**src/afps_pkg.sv**
```systemverilog
`default_nettype none
package afps_pkg;
	localparam int DATA_W = 8;
	localparam int ADDR_W = 4;
	localparam int P2_PINS = 6;
	localparam int ISC_W = 6;
	localparam int ADS_W = 3;
	// Register offsets
	localparam logic [3:0] ADDR_ISC = 4'h0;
	localparam logic [3:0] ADDR_P13 = 4'h1;
	localparam logic [3:0] ADDR_PF2 = 4'h2;
	localparam logic [3:0] ADDR_ADPC = 4'h3;
	localparam logic [3:0] ADDR_PM2 = 4'h4;
	localparam logic [3:0] ADDR_P2 = 4'h5;
	localparam logic [3:0] ADDR_ADS = 4'h6;
	localparam logic [3:0] ADDR_CLKM = 4'h7;
	localparam logic [3:0] ADDR_LCD = 4'h8;
	localparam logic [3:0] ADDR_STAT = 4'h9;
	// Input switch control fields
	localparam int ISC_IRQ = 0;
	localparam int ISC_CAP = 1;
	localparam int ISC_GATE = 2;
	localparam int ISC_SEG = 3;
	localparam int ISC_RA = 4;
	localparam int ISC_RB = 5;
	// Port 13 control fields
	localparam int P13_FUNC = 0;
	localparam int P13_MODE = 1;
	localparam int P13_LATCH = 2;
	// Clock operation mode and LCD bias fields
	localparam int CLK_X1 = 0;
	localparam int CLK_EXT = 1;
	localparam int CLK_XT1 = 4;
	localparam int LCD_QUARTER = 0;
	// Reset values
	localparam logic [5:0] ISC_RST = 6'h00;
	localparam logic [2:0] P13_RST = 3'h2;
	localparam logic [5:0] PF2_RST = 6'h00;
	localparam logic [5:0] ADPC_RST = 6'h00;
	localparam logic [5:0] PM2_RST = 6'h3F;
	localparam logic [5:0] P2_RST = 6'h00;
	localparam logic [2:0] ADS_RST = 3'h0;
	localparam logic [7:0] CLKM_RST = 8'h00;
	localparam logic LCD_RST = 1'b0;
	// Synchronised pin vector positions
	localparam int SP_P12 = 0;
	localparam int SP_P13 = 1;
	localparam int SP_P33 = 2;
	localparam int SP_P120 = 3;
	localparam int SP_P113 = 4;
	localparam int SP_P40 = 5;
	localparam int SP_P121 = 6;
	localparam int SP_P122 = 7;
	localparam int SP_N = 8;
endpackage : afps_pkg
`default_nettype wire

```
**src/afps_pin_select.sv**
```systemverilog
// Notes on behaviour
// - capture bit routes serial-B receive to capture
// - irq bit routes serial-B receive to irq zero
// - gate bit lets 8-bit timer gate counter
// - quarter bias makes key pin LCD reference
// - serial-B on port12/13 only when bit 4 clear and bit 5 set
// - relocation decided only by switch register
// - clock mode resets 00H, oscillator pins inputs
// - debug use turns main oscillator pins debug
// - port2 pin function from four registers
`timescale 1ns/1ps
`default_nettype none
module afps_pin_select #(
	parameter int P2_PINS = afps_pkg::P2_PINS
) (
	input wire logic clk,
	input wire logic rst_b,
	input wire logic [3:0] reg_addr,
	input wire logic [7:0] reg_wdata,
	input wire logic reg_wr,
	input wire logic reg_rd,
	output logic [7:0] reg_rdata,
	input wire logic pin_p12_in,
	input wire logic pin_p13_in,
	output logic pin_p13_out,
	output logic pin_p13_oe,
	input wire logic pin_p33_in,
	input wire logic pin_p120_in,
	input wire logic pin_p113_in,
	output logic pin_p112_out,
	output logic pin_p112_oe,
	input wire logic pin_p40_in,
	input wire logic pin_p121_in,
	input wire logic pin_p122_in,
	output logic [P2_PINS-1:0] pin_p2_out,
	output logic [P2_PINS-1:0] pin_p2_oe,
	output logic [P2_PINS-1:0] pin_p2_seg_en,
	output logic [P2_PINS-1:0] pin_p2_analog_en,
	output logic [P2_PINS-1:0] adc_channel_active,
	input wire logic [P2_PINS-1:0] lcd_seg_drive,
	input wire logic uart_a_transmit,
	input wire logic uart_b_transmit,
	input wire logic csi_serial_out,
	input wire logic eight_bit_gate_timer,
	input wire logic debug_active,
	output logic uart_b_receive,
	output logic timer_capture_in,
	output logic ext_irq_zero,
	output logic event_counter_enable,
	output logic key_input_four,
	output logic key_input_zero,
	output logic lcd_ref_voltage_four,
	output logic debug_mode_pin_a,
	output logic debug_mode_pin_b,
	output logic main_osc_en,
	output logic external_main_clock_en,
	output logic sub_osc_en
);
	if (P2_PINS < 1 || P2_PINS > afps_pkg::DATA_W)
	begin : g_bad_p2_pins
		$error("P2_PINS must lie in 1..8");
	end

	logic [5:0] input_switch_ctrl_r;
	logic [2:0] p13_ctrl_r;
	logic [P2_PINS-1:0] port2_func_reg_r, adc_port_config_r, port2_mode_reg_r, port2_latch_r;
	logic [2:0] analog_channel_sel_r;
	logic [7:0] clock_op_mode_reg_r;
	logic lcd_quarter_bias_r;
	logic [afps_pkg::SP_N-1:0] raw, s1_r, s2_r, s3_r, pin_f_r;

	// Register writes
	always_ff @(posedge clk or negedge rst_b)
	begin
		if (!rst_b)
		begin
			input_switch_ctrl_r <= afps_pkg::ISC_RST;
			p13_ctrl_r <= afps_pkg::P13_RST;
			port2_func_reg_r <= P2_PINS'(afps_pkg::PF2_RST);
			adc_port_config_r <= P2_PINS'(afps_pkg::ADPC_RST);
			port2_mode_reg_r <= P2_PINS'(afps_pkg::PM2_RST);
			port2_latch_r <= P2_PINS'(afps_pkg::P2_RST);
			analog_channel_sel_r <= afps_pkg::ADS_RST;
			clock_op_mode_reg_r <= afps_pkg::CLKM_RST;
			lcd_quarter_bias_r <= afps_pkg::LCD_RST;
		end
		else if (reg_wr)
		begin
			case (reg_addr)
				afps_pkg::ADDR_ISC: input_switch_ctrl_r <= reg_wdata[5:0];
				afps_pkg::ADDR_P13: p13_ctrl_r <= reg_wdata[2:0];
				afps_pkg::ADDR_PF2: port2_func_reg_r <= reg_wdata[P2_PINS-1:0];
				afps_pkg::ADDR_ADPC: adc_port_config_r <= reg_wdata[P2_PINS-1:0];
				afps_pkg::ADDR_PM2: port2_mode_reg_r <= reg_wdata[P2_PINS-1:0];
				afps_pkg::ADDR_P2: port2_latch_r <= reg_wdata[P2_PINS-1:0];
				afps_pkg::ADDR_ADS: analog_channel_sel_r <= reg_wdata[2:0];
				afps_pkg::ADDR_CLKM: clock_op_mode_reg_r <= reg_wdata;
				afps_pkg::ADDR_LCD: lcd_quarter_bias_r <= reg_wdata[afps_pkg::LCD_QUARTER];
				default: ;
			endcase
		end
	end

	// Read data, one cycle after the strobe
	always_ff @(posedge clk or negedge rst_b)
	begin
		if (!rst_b)
			reg_rdata <= 8'h00;
		else if (reg_rd)
		begin
			case (reg_addr)
				afps_pkg::ADDR_ISC: reg_rdata <= {2'h0, input_switch_ctrl_r};
				afps_pkg::ADDR_P13: reg_rdata <= {5'h00, p13_ctrl_r};
				afps_pkg::ADDR_PF2: reg_rdata <= 8'(port2_func_reg_r);
				afps_pkg::ADDR_ADPC: reg_rdata <= 8'(adc_port_config_r);
				afps_pkg::ADDR_PM2: reg_rdata <= 8'(port2_mode_reg_r);
				afps_pkg::ADDR_P2: reg_rdata <= 8'(port2_latch_r);
				afps_pkg::ADDR_ADS: reg_rdata <= {5'h00, analog_channel_sel_r};
				afps_pkg::ADDR_CLKM: reg_rdata <= clock_op_mode_reg_r;
				afps_pkg::ADDR_LCD: reg_rdata <= {7'h00, lcd_quarter_bias_r};
				afps_pkg::ADDR_STAT: reg_rdata <= pin_f_r;
				default: reg_rdata <= 8'h00;
			endcase
		end
		else
			reg_rdata <= 8'h00;
	end

	assign raw = {pin_p122_in, pin_p121_in, pin_p40_in, pin_p113_in,
		pin_p120_in, pin_p33_in, pin_p13_in, pin_p12_in};

	// Three-stage pin synchroniser with agreement filter
	genvar g;
	generate
		for (g = 0; g < afps_pkg::SP_N; g++)
		begin : g_sync
			always_ff @(posedge clk or negedge rst_b)
			begin
				if (!rst_b)
				begin
					s1_r[g] <= 1'b1;
					s2_r[g] <= 1'b1;
					s3_r[g] <= 1'b1;
					pin_f_r[g] <= 1'b1;
				end
				else
				begin
					s1_r[g] <= raw[g];
					s2_r[g] <= s1_r[g];
					s3_r[g] <= s2_r[g];
					if (s2_r[g] == s3_r[g])
						pin_f_r[g] <= s3_r[g];
				end
			end
		end
	endgenerate

	logic route_p12, route_p113, rx_b_nxt, p13_nxt, p112_nxt;
	logic [P2_PINS-1:0] p2_analog;
	assign route_p12 = !input_switch_ctrl_r[afps_pkg::ISC_RA]
		&& input_switch_ctrl_r[afps_pkg::ISC_RB];
	assign route_p113 = input_switch_ctrl_r[afps_pkg::ISC_SEG]
		&& !input_switch_ctrl_r[afps_pkg::ISC_RA]
		&& !input_switch_ctrl_r[afps_pkg::ISC_RB];
	// Idle high when no pin carries serial-B receive
	assign rx_b_nxt = route_p12 ? pin_f_r[afps_pkg::SP_P12] :
		route_p113 ? pin_f_r[afps_pkg::SP_P113] : 1'b1;
	// Port13 output: transmit when selected, else clocked serial, ORed with latch
	assign p13_nxt = (p13_ctrl_r[afps_pkg::P13_FUNC] ?
		(route_p12 ? uart_b_transmit : uart_a_transmit) : csi_serial_out)
		| p13_ctrl_r[afps_pkg::P13_LATCH];
	assign p112_nxt = route_p113 ? uart_b_transmit : lcd_seg_drive[0];
	assign p2_analog = ~port2_func_reg_r & adc_port_config_r & port2_mode_reg_r;

	// Peripheral-side routing
	always_ff @(posedge clk or negedge rst_b)
	begin
		if (!rst_b)
		begin
			uart_b_receive <= 1'b1;
			timer_capture_in <= 1'b1;
			ext_irq_zero <= 1'b1;
			event_counter_enable <= 1'b1;
			key_input_four <= 1'b1;
			key_input_zero <= 1'b1;
			lcd_ref_voltage_four <= 1'b0;
			debug_mode_pin_a <= 1'b0;
			debug_mode_pin_b <= 1'b0;
		end
		else
		begin
			uart_b_receive <= rx_b_nxt;
			timer_capture_in <= input_switch_ctrl_r[afps_pkg::ISC_CAP] ?
				rx_b_nxt : pin_f_r[afps_pkg::SP_P33];
			ext_irq_zero <= input_switch_ctrl_r[afps_pkg::ISC_IRQ] ?
				rx_b_nxt : pin_f_r[afps_pkg::SP_P120];
			event_counter_enable <= !input_switch_ctrl_r[afps_pkg::ISC_GATE]
				|| eight_bit_gate_timer;
			key_input_four <= p13_ctrl_r[afps_pkg::P13_FUNC] ? 1'b1 :
				pin_f_r[afps_pkg::SP_P13];
			key_input_zero <= lcd_quarter_bias_r ? 1'b1 : pin_f_r[afps_pkg::SP_P40];
			lcd_ref_voltage_four <= lcd_quarter_bias_r;
			debug_mode_pin_a <= debug_active && pin_f_r[afps_pkg::SP_P121];
			debug_mode_pin_b <= debug_active && pin_f_r[afps_pkg::SP_P122];
		end
	end

	// Pin side and oscillator modes
	always_ff @(posedge clk or negedge rst_b)
	begin
		if (!rst_b)
		begin
			pin_p13_out <= 1'b0;
			pin_p13_oe <= 1'b0;
			pin_p112_out <= 1'b0;
			pin_p112_oe <= 1'b0;
			pin_p2_out <= '0;
			pin_p2_oe <= '0;
			pin_p2_seg_en <= '0;
			pin_p2_analog_en <= '0;
			adc_channel_active <= '0;
			main_osc_en <= 1'b0;
			external_main_clock_en <= 1'b0;
			sub_osc_en <= 1'b0;
		end
		else
		begin
			pin_p13_out <= p13_nxt;
			pin_p13_oe <= !p13_ctrl_r[afps_pkg::P13_MODE];
			pin_p112_out <= p112_nxt;
			pin_p112_oe <= 1'b1;
			pin_p2_out <= port2_func_reg_r & lcd_seg_drive | ~port2_func_reg_r & port2_latch_r;
			pin_p2_oe <= port2_func_reg_r | ~port2_mode_reg_r;
			pin_p2_seg_en <= port2_func_reg_r;
			pin_p2_analog_en <= p2_analog;
			for (int i = 0; i < P2_PINS; i++)
				adc_channel_active[i] <= p2_analog[i]
					&& (analog_channel_sel_r == 3'(i));
			// Debug use takes the main pins away from the oscillator
			main_osc_en <= clock_op_mode_reg_r[afps_pkg::CLK_X1]
				&& !clock_op_mode_reg_r[afps_pkg::CLK_EXT] && !debug_active;
			external_main_clock_en <= clock_op_mode_reg_r[afps_pkg::CLK_EXT]
				&& !debug_active;
			sub_osc_en <= clock_op_mode_reg_r[afps_pkg::CLK_XT1];
		end
	end

	a_capture_route: assert property (@(posedge clk) disable iff (!rst_b)
		$past(input_switch_ctrl_r[afps_pkg::ISC_CAP]) |-> timer_capture_in == uart_b_receive)
		else $error("capture source wrong");
	a_irq_route: assert property (@(posedge clk) disable iff (!rst_b)
		$past(input_switch_ctrl_r[afps_pkg::ISC_IRQ]) |-> ext_irq_zero == uart_b_receive)
		else $error("irq zero source wrong");
	a_gate_timer: assert property (@(posedge clk) disable iff (!rst_b)
		(input_switch_ctrl_r[afps_pkg::ISC_GATE] && !eight_bit_gate_timer)
		|=> !event_counter_enable)
		else $error("counter not gated");
	a_quarter_bias: assert property (@(posedge clk) disable iff (!rst_b)
		lcd_ref_voltage_four |-> key_input_zero)
		else $error("key zero active under quarter bias");
	a_route_p12: assert property (@(posedge clk) disable iff (!rst_b)
		route_p12 |=> uart_b_receive == $past(pin_f_r[afps_pkg::SP_P12]))
		else $error("serial-B receive not from port12");
	a_no_route: assert property (@(posedge clk) disable iff (!rst_b)
		!(route_p12 || route_p113) |=> uart_b_receive)
		else $error("unrouted receive not idle");
	a_clock_reset: assert property (@(posedge clk) disable iff (!rst_b)
		$past(clock_op_mode_reg_r) == afps_pkg::CLKM_RST
		|-> !main_osc_en && !external_main_clock_en && !sub_osc_en)
		else $error("oscillator enabled at mode 00H");
	a_debug_pins: assert property (@(posedge clk) disable iff (!rst_b)
		!debug_active [*2] |-> ##1 !debug_mode_pin_a && !debug_mode_pin_b)
		else $error("debug pins without debug");
	a_port2_seg: assert property (@(posedge clk) disable iff (!rst_b)
		(pin_p2_seg_en & pin_p2_analog_en) == '0)
		else $error("port2 pin both segment and analog");
	a_adc_onehot: assert property (@(posedge clk) disable iff (!rst_b)
		$onehot0(adc_channel_active) && (adc_channel_active & ~pin_p2_analog_en) == '0)
		else $error("analog channel on non-analog pin");
	a_p13_mode: assert property (@(posedge clk) disable iff (!rst_b)
		p13_ctrl_r[afps_pkg::P13_MODE] |=> !pin_p13_oe)
		else $error("port13 driven in input mode");
	c_route_p12: cover property (@(posedge clk) disable iff (!rst_b) route_p12 ##1 !uart_b_receive);
	c_route_p113: cover property (@(posedge clk) disable iff (!rst_b) route_p113 ##1 !uart_b_receive);
	c_capture: cover property (@(posedge clk) disable iff (!rst_b)
		input_switch_ctrl_r[afps_pkg::ISC_CAP] ##1 !timer_capture_in);
	c_adc: cover property (@(posedge clk) disable iff (!rst_b) |adc_channel_active);
endmodule : afps_pin_select
`default_nettype wire

```
**config.mk**
```make
export PLATFORM = sky130hd
export DESIGN_NAME = afps_pin_select
export DESIGN_NICKNAME = d
export VERILOG_FILES = /design/src/afps_pkg.sv /design/src/afps_pin_select.sv
export SDC_FILE = /design/constraint.sdc
export NUM_CORES = 1
export LEC_CHECK = 0
export ABC_AREA = 1
export BUFFER_PORTS_ARGS = -buffer_cell sky130_fd_sc_hd__buf_2
export CORE_ASPECT_RATIO = 2
export CORE_MARGIN = 5
export CORE_UTILIZATION = 55
export DETAILED_ROUTE_END_ITERATION = 10
export GPL_TIMING_DRIVEN = 0
export PLACE_DENSITY = 0.75
export SETUP_SLACK_MARGIN = 0.02
export SYNTH_ARGS = -nofsm -noshare
export SYNTH_HDL_FRONTEND = slang
export SYNTH_SLANG_ARGS = --single-unit
```
**constraint.sdc**
```tcl
create_clock -name clk -period 1.3 [get_ports clk]
set_input_delay 0.13 -clock clk [delete_from_list [all_inputs] [get_ports clk]]
set_output_delay 0.13 -clock clk [all_outputs]
set_load 0.03 [all_outputs]
```
==> run metrics <==
leak pwr roughly 3.2 nW; Yosys cell types 25; ant diodes 0; # Post-CTS Setup Buffers 0; Final Max Slew Viols 0; DRT iter0 DRCs approximately 240; Hold WS roughly 0.075 ns; die extent in y roughly 140 microns; Post-Place Setup Slack -0.101 ns; Max stage delay on crit path approximately 0.52 ns; Setup Skew 0.00773 ns; synthesized area between 4000 and 5000 sq um; Crit path max-delay family flip-flops; Area growth, synth to finish 29.3%; Final Cycle Share 95.9%; CTS root buffer clkbuf_16; Initial DRT Pass Iterations 5; register clock-pin slew on the reported worst setup and hold paths 0.06 ns; initial antenna violation count 0; placed instance area ~5500 sq um; CP Cell Sequence buf_2; Hold Crit Class input port to flop; Synth Instances around 460; via count 3632; post-route ant nets 0; Power Dens Cells approximately 1800 nW/um^2; final-stage net count 628; first-pass GRT wire length 18900 microns; Starting Density a little under three fifths; total global-route track usage approximately 23%; Startpoint Class flop; Total Routed Length approximately 11000 microns; GPL Wtd Cong around 0.87; IO Port Bufs 87; Post-Layout Inst Area approximately 6300 sq um; cts bufs inserted 17; Critical Path Fanout Max 1; Ports just under 90; placed insts roughly 650; vias per inst 5.14; register area share after synthesis between 60% and 70%; largest net degree at the start of global routing 86; worst setup margin about 0.053 ns; # setup viols final 0; Tmin final approximately 1.2 ns; GRT overflow 0; setup TNS 0 ns; fmax approximately 800 MHz; mean routed wirelength per cell roughly 16 microns; Peak VDD IR around 1500 uV; CP bufs+invs 1; full die area about 11000 sq um; CTS tree done; Die Wd 76.5 microns; CTS Sinks around 130; Mean Syn Cell Area around 10 sq um; status complete, no violations; share of cells above drive strength 1 31.4%; Crit. End Element output pin; Critical Path Slowest Stage Cell dfstp_2; final hold vios 0; core outline area between 8000 and 9000 sq um; commonest non-fill, non-tap cell in the layout nand2_1; vias in the first global route about 3800; Req. time, crit path about 1.2 ns; # Max-Cap Violations 0; RSZ-0062 raised after global routing no; placement row count 48; CTS Buffer Depth 2; #FFs+latches synth ~130; H-tree Lvls 4; insertion delay to the later sink of the worst-skew pair 0.41 ns; Post-Syn Nets 499; Yosys warnings 0; HPWL Detailed 7960 microns; most frequent cells in the layout nand2_1, buf_2, dfrtp_1; non-filler instance count after layout 706; WP data arrival around 1.1 ns; WS Path Type flop to output pin; DRC Markers 0
[area by class of cell]
| type | count | area [sq um] |
|---|---|---|
| sequential | 131 | 3330 |
| fill | 630 | 2360 |
| multi-input combinational | 273 | 1280 |
| timing repair buffer | 110 | 692 |
| clock buffer | 26 | 542 |
| inverter | 50 | 188 |
| tap | 100 | 125 |
| clock inverter | 6 | 65.1 |
| buffer | 10 | 58.8 |
[worst paths after layout]
path,to,from,cells after the start,slack (ns)
setup / recovery,key_input_four,key_input_four$_DFF_PN1_,1,0.05
hold / removal,pin_p13_out$_DFF_PN0_,uart_a_transmit,3,0.08
setup reg to reg,ext_irq_zero$_DFF_PN1_,input_switch_ctrl_r[4]$_DFFE_PN0P_,4,0.12
hold reg to reg,s2_r[1]$_DFF_PN1_,s1_r[1]$_DFF_PN1_,0,0.36
max in group asynchronous,port2_mode_reg_r[5]$_DFFE_PN1P_,rst_b,3,0.32
min in group asynchronous,external_main_clock_en$_DFF_PN0_,rst_b,2,0.22
[metrics by stage]
| stage | total power [mW] | utilization [%] |
|---|---|---|
| finish | 11.6 | 72.7 |
| global route | 12.1 | 72.7 |
| CTS | 11.7 | 72.7 |
| detailed placement | 6.88 | 63.1 |
| global placement | 6.80 | 62.7 |
| floorplan | 6.21 | - |
[power breakdown]
group | internal, mW | total, mW | switching, mW
logic | 0.553 | 1.71 | 1.15
clock network | 3.06 | 4.73 | 1.67
registers | 4.77 | 5.17 | 0.392
total | 8.39 | 11.6 | 3.22
[state kept, by name (all words and copies together) (netlist names), 8 cells and up]
name                 flops
s2_r                     8
clock_op_mode_reg_r      8
pin_f_r                  8
reg_rdata                8
s3_r                     8
s1_r                     8
[timing repair]
action,in CTS,in global routing
endpoints found under the hold margin,72,0
hold buffers,22,0
endpoints found under the setup margin,0,1
resized for setup,0,1
[per-layer routing]
metal | share of wire (%) | global-route usage (%) | vias up
met2 | 55 | 39.8 | 125
met5 | 0 | 0 | -
met3 | 5.7 | 6.82 | 26
met4 | 3.3 | 11.2 | 0
met1 | 36 | 24.2 | 1746
li1 | - | - | 1735
[kinds of logic after synthesis]
group,after synthesis,synth area share (%)
AOI/OAI and AO/OA,64,6.66
and+or+nand+nor,197,17.2
other,1,0.0771
buffers and inverters,60,5.07
adders and majority gates,8,1.65
DFF,131,68.5
muxes,3,0.849
[Yosys cell counts, drive strengths merged]
cell / n / area (sq um)
nand2: 120 / 463
dfrtp: 86 / 2150
o21ai: 52 / 260
inv: 50 / 188
dfstp: 45 / 1180
nand3: 39 / 195
nor2: 31 / 141
a21oi: 10 / 50.1
buf: 10 / 58.8
maj3: 8 / 80.1
nor3: 6 / 30.0
mux2: 3 / 41.3
conb: 1 / 3.75
o22ai: 1 / 6.26
o31ai: 1 / 7.51
or2: 1 / 6.26
No activity file was read; power rests on OpenSTA's default activity.
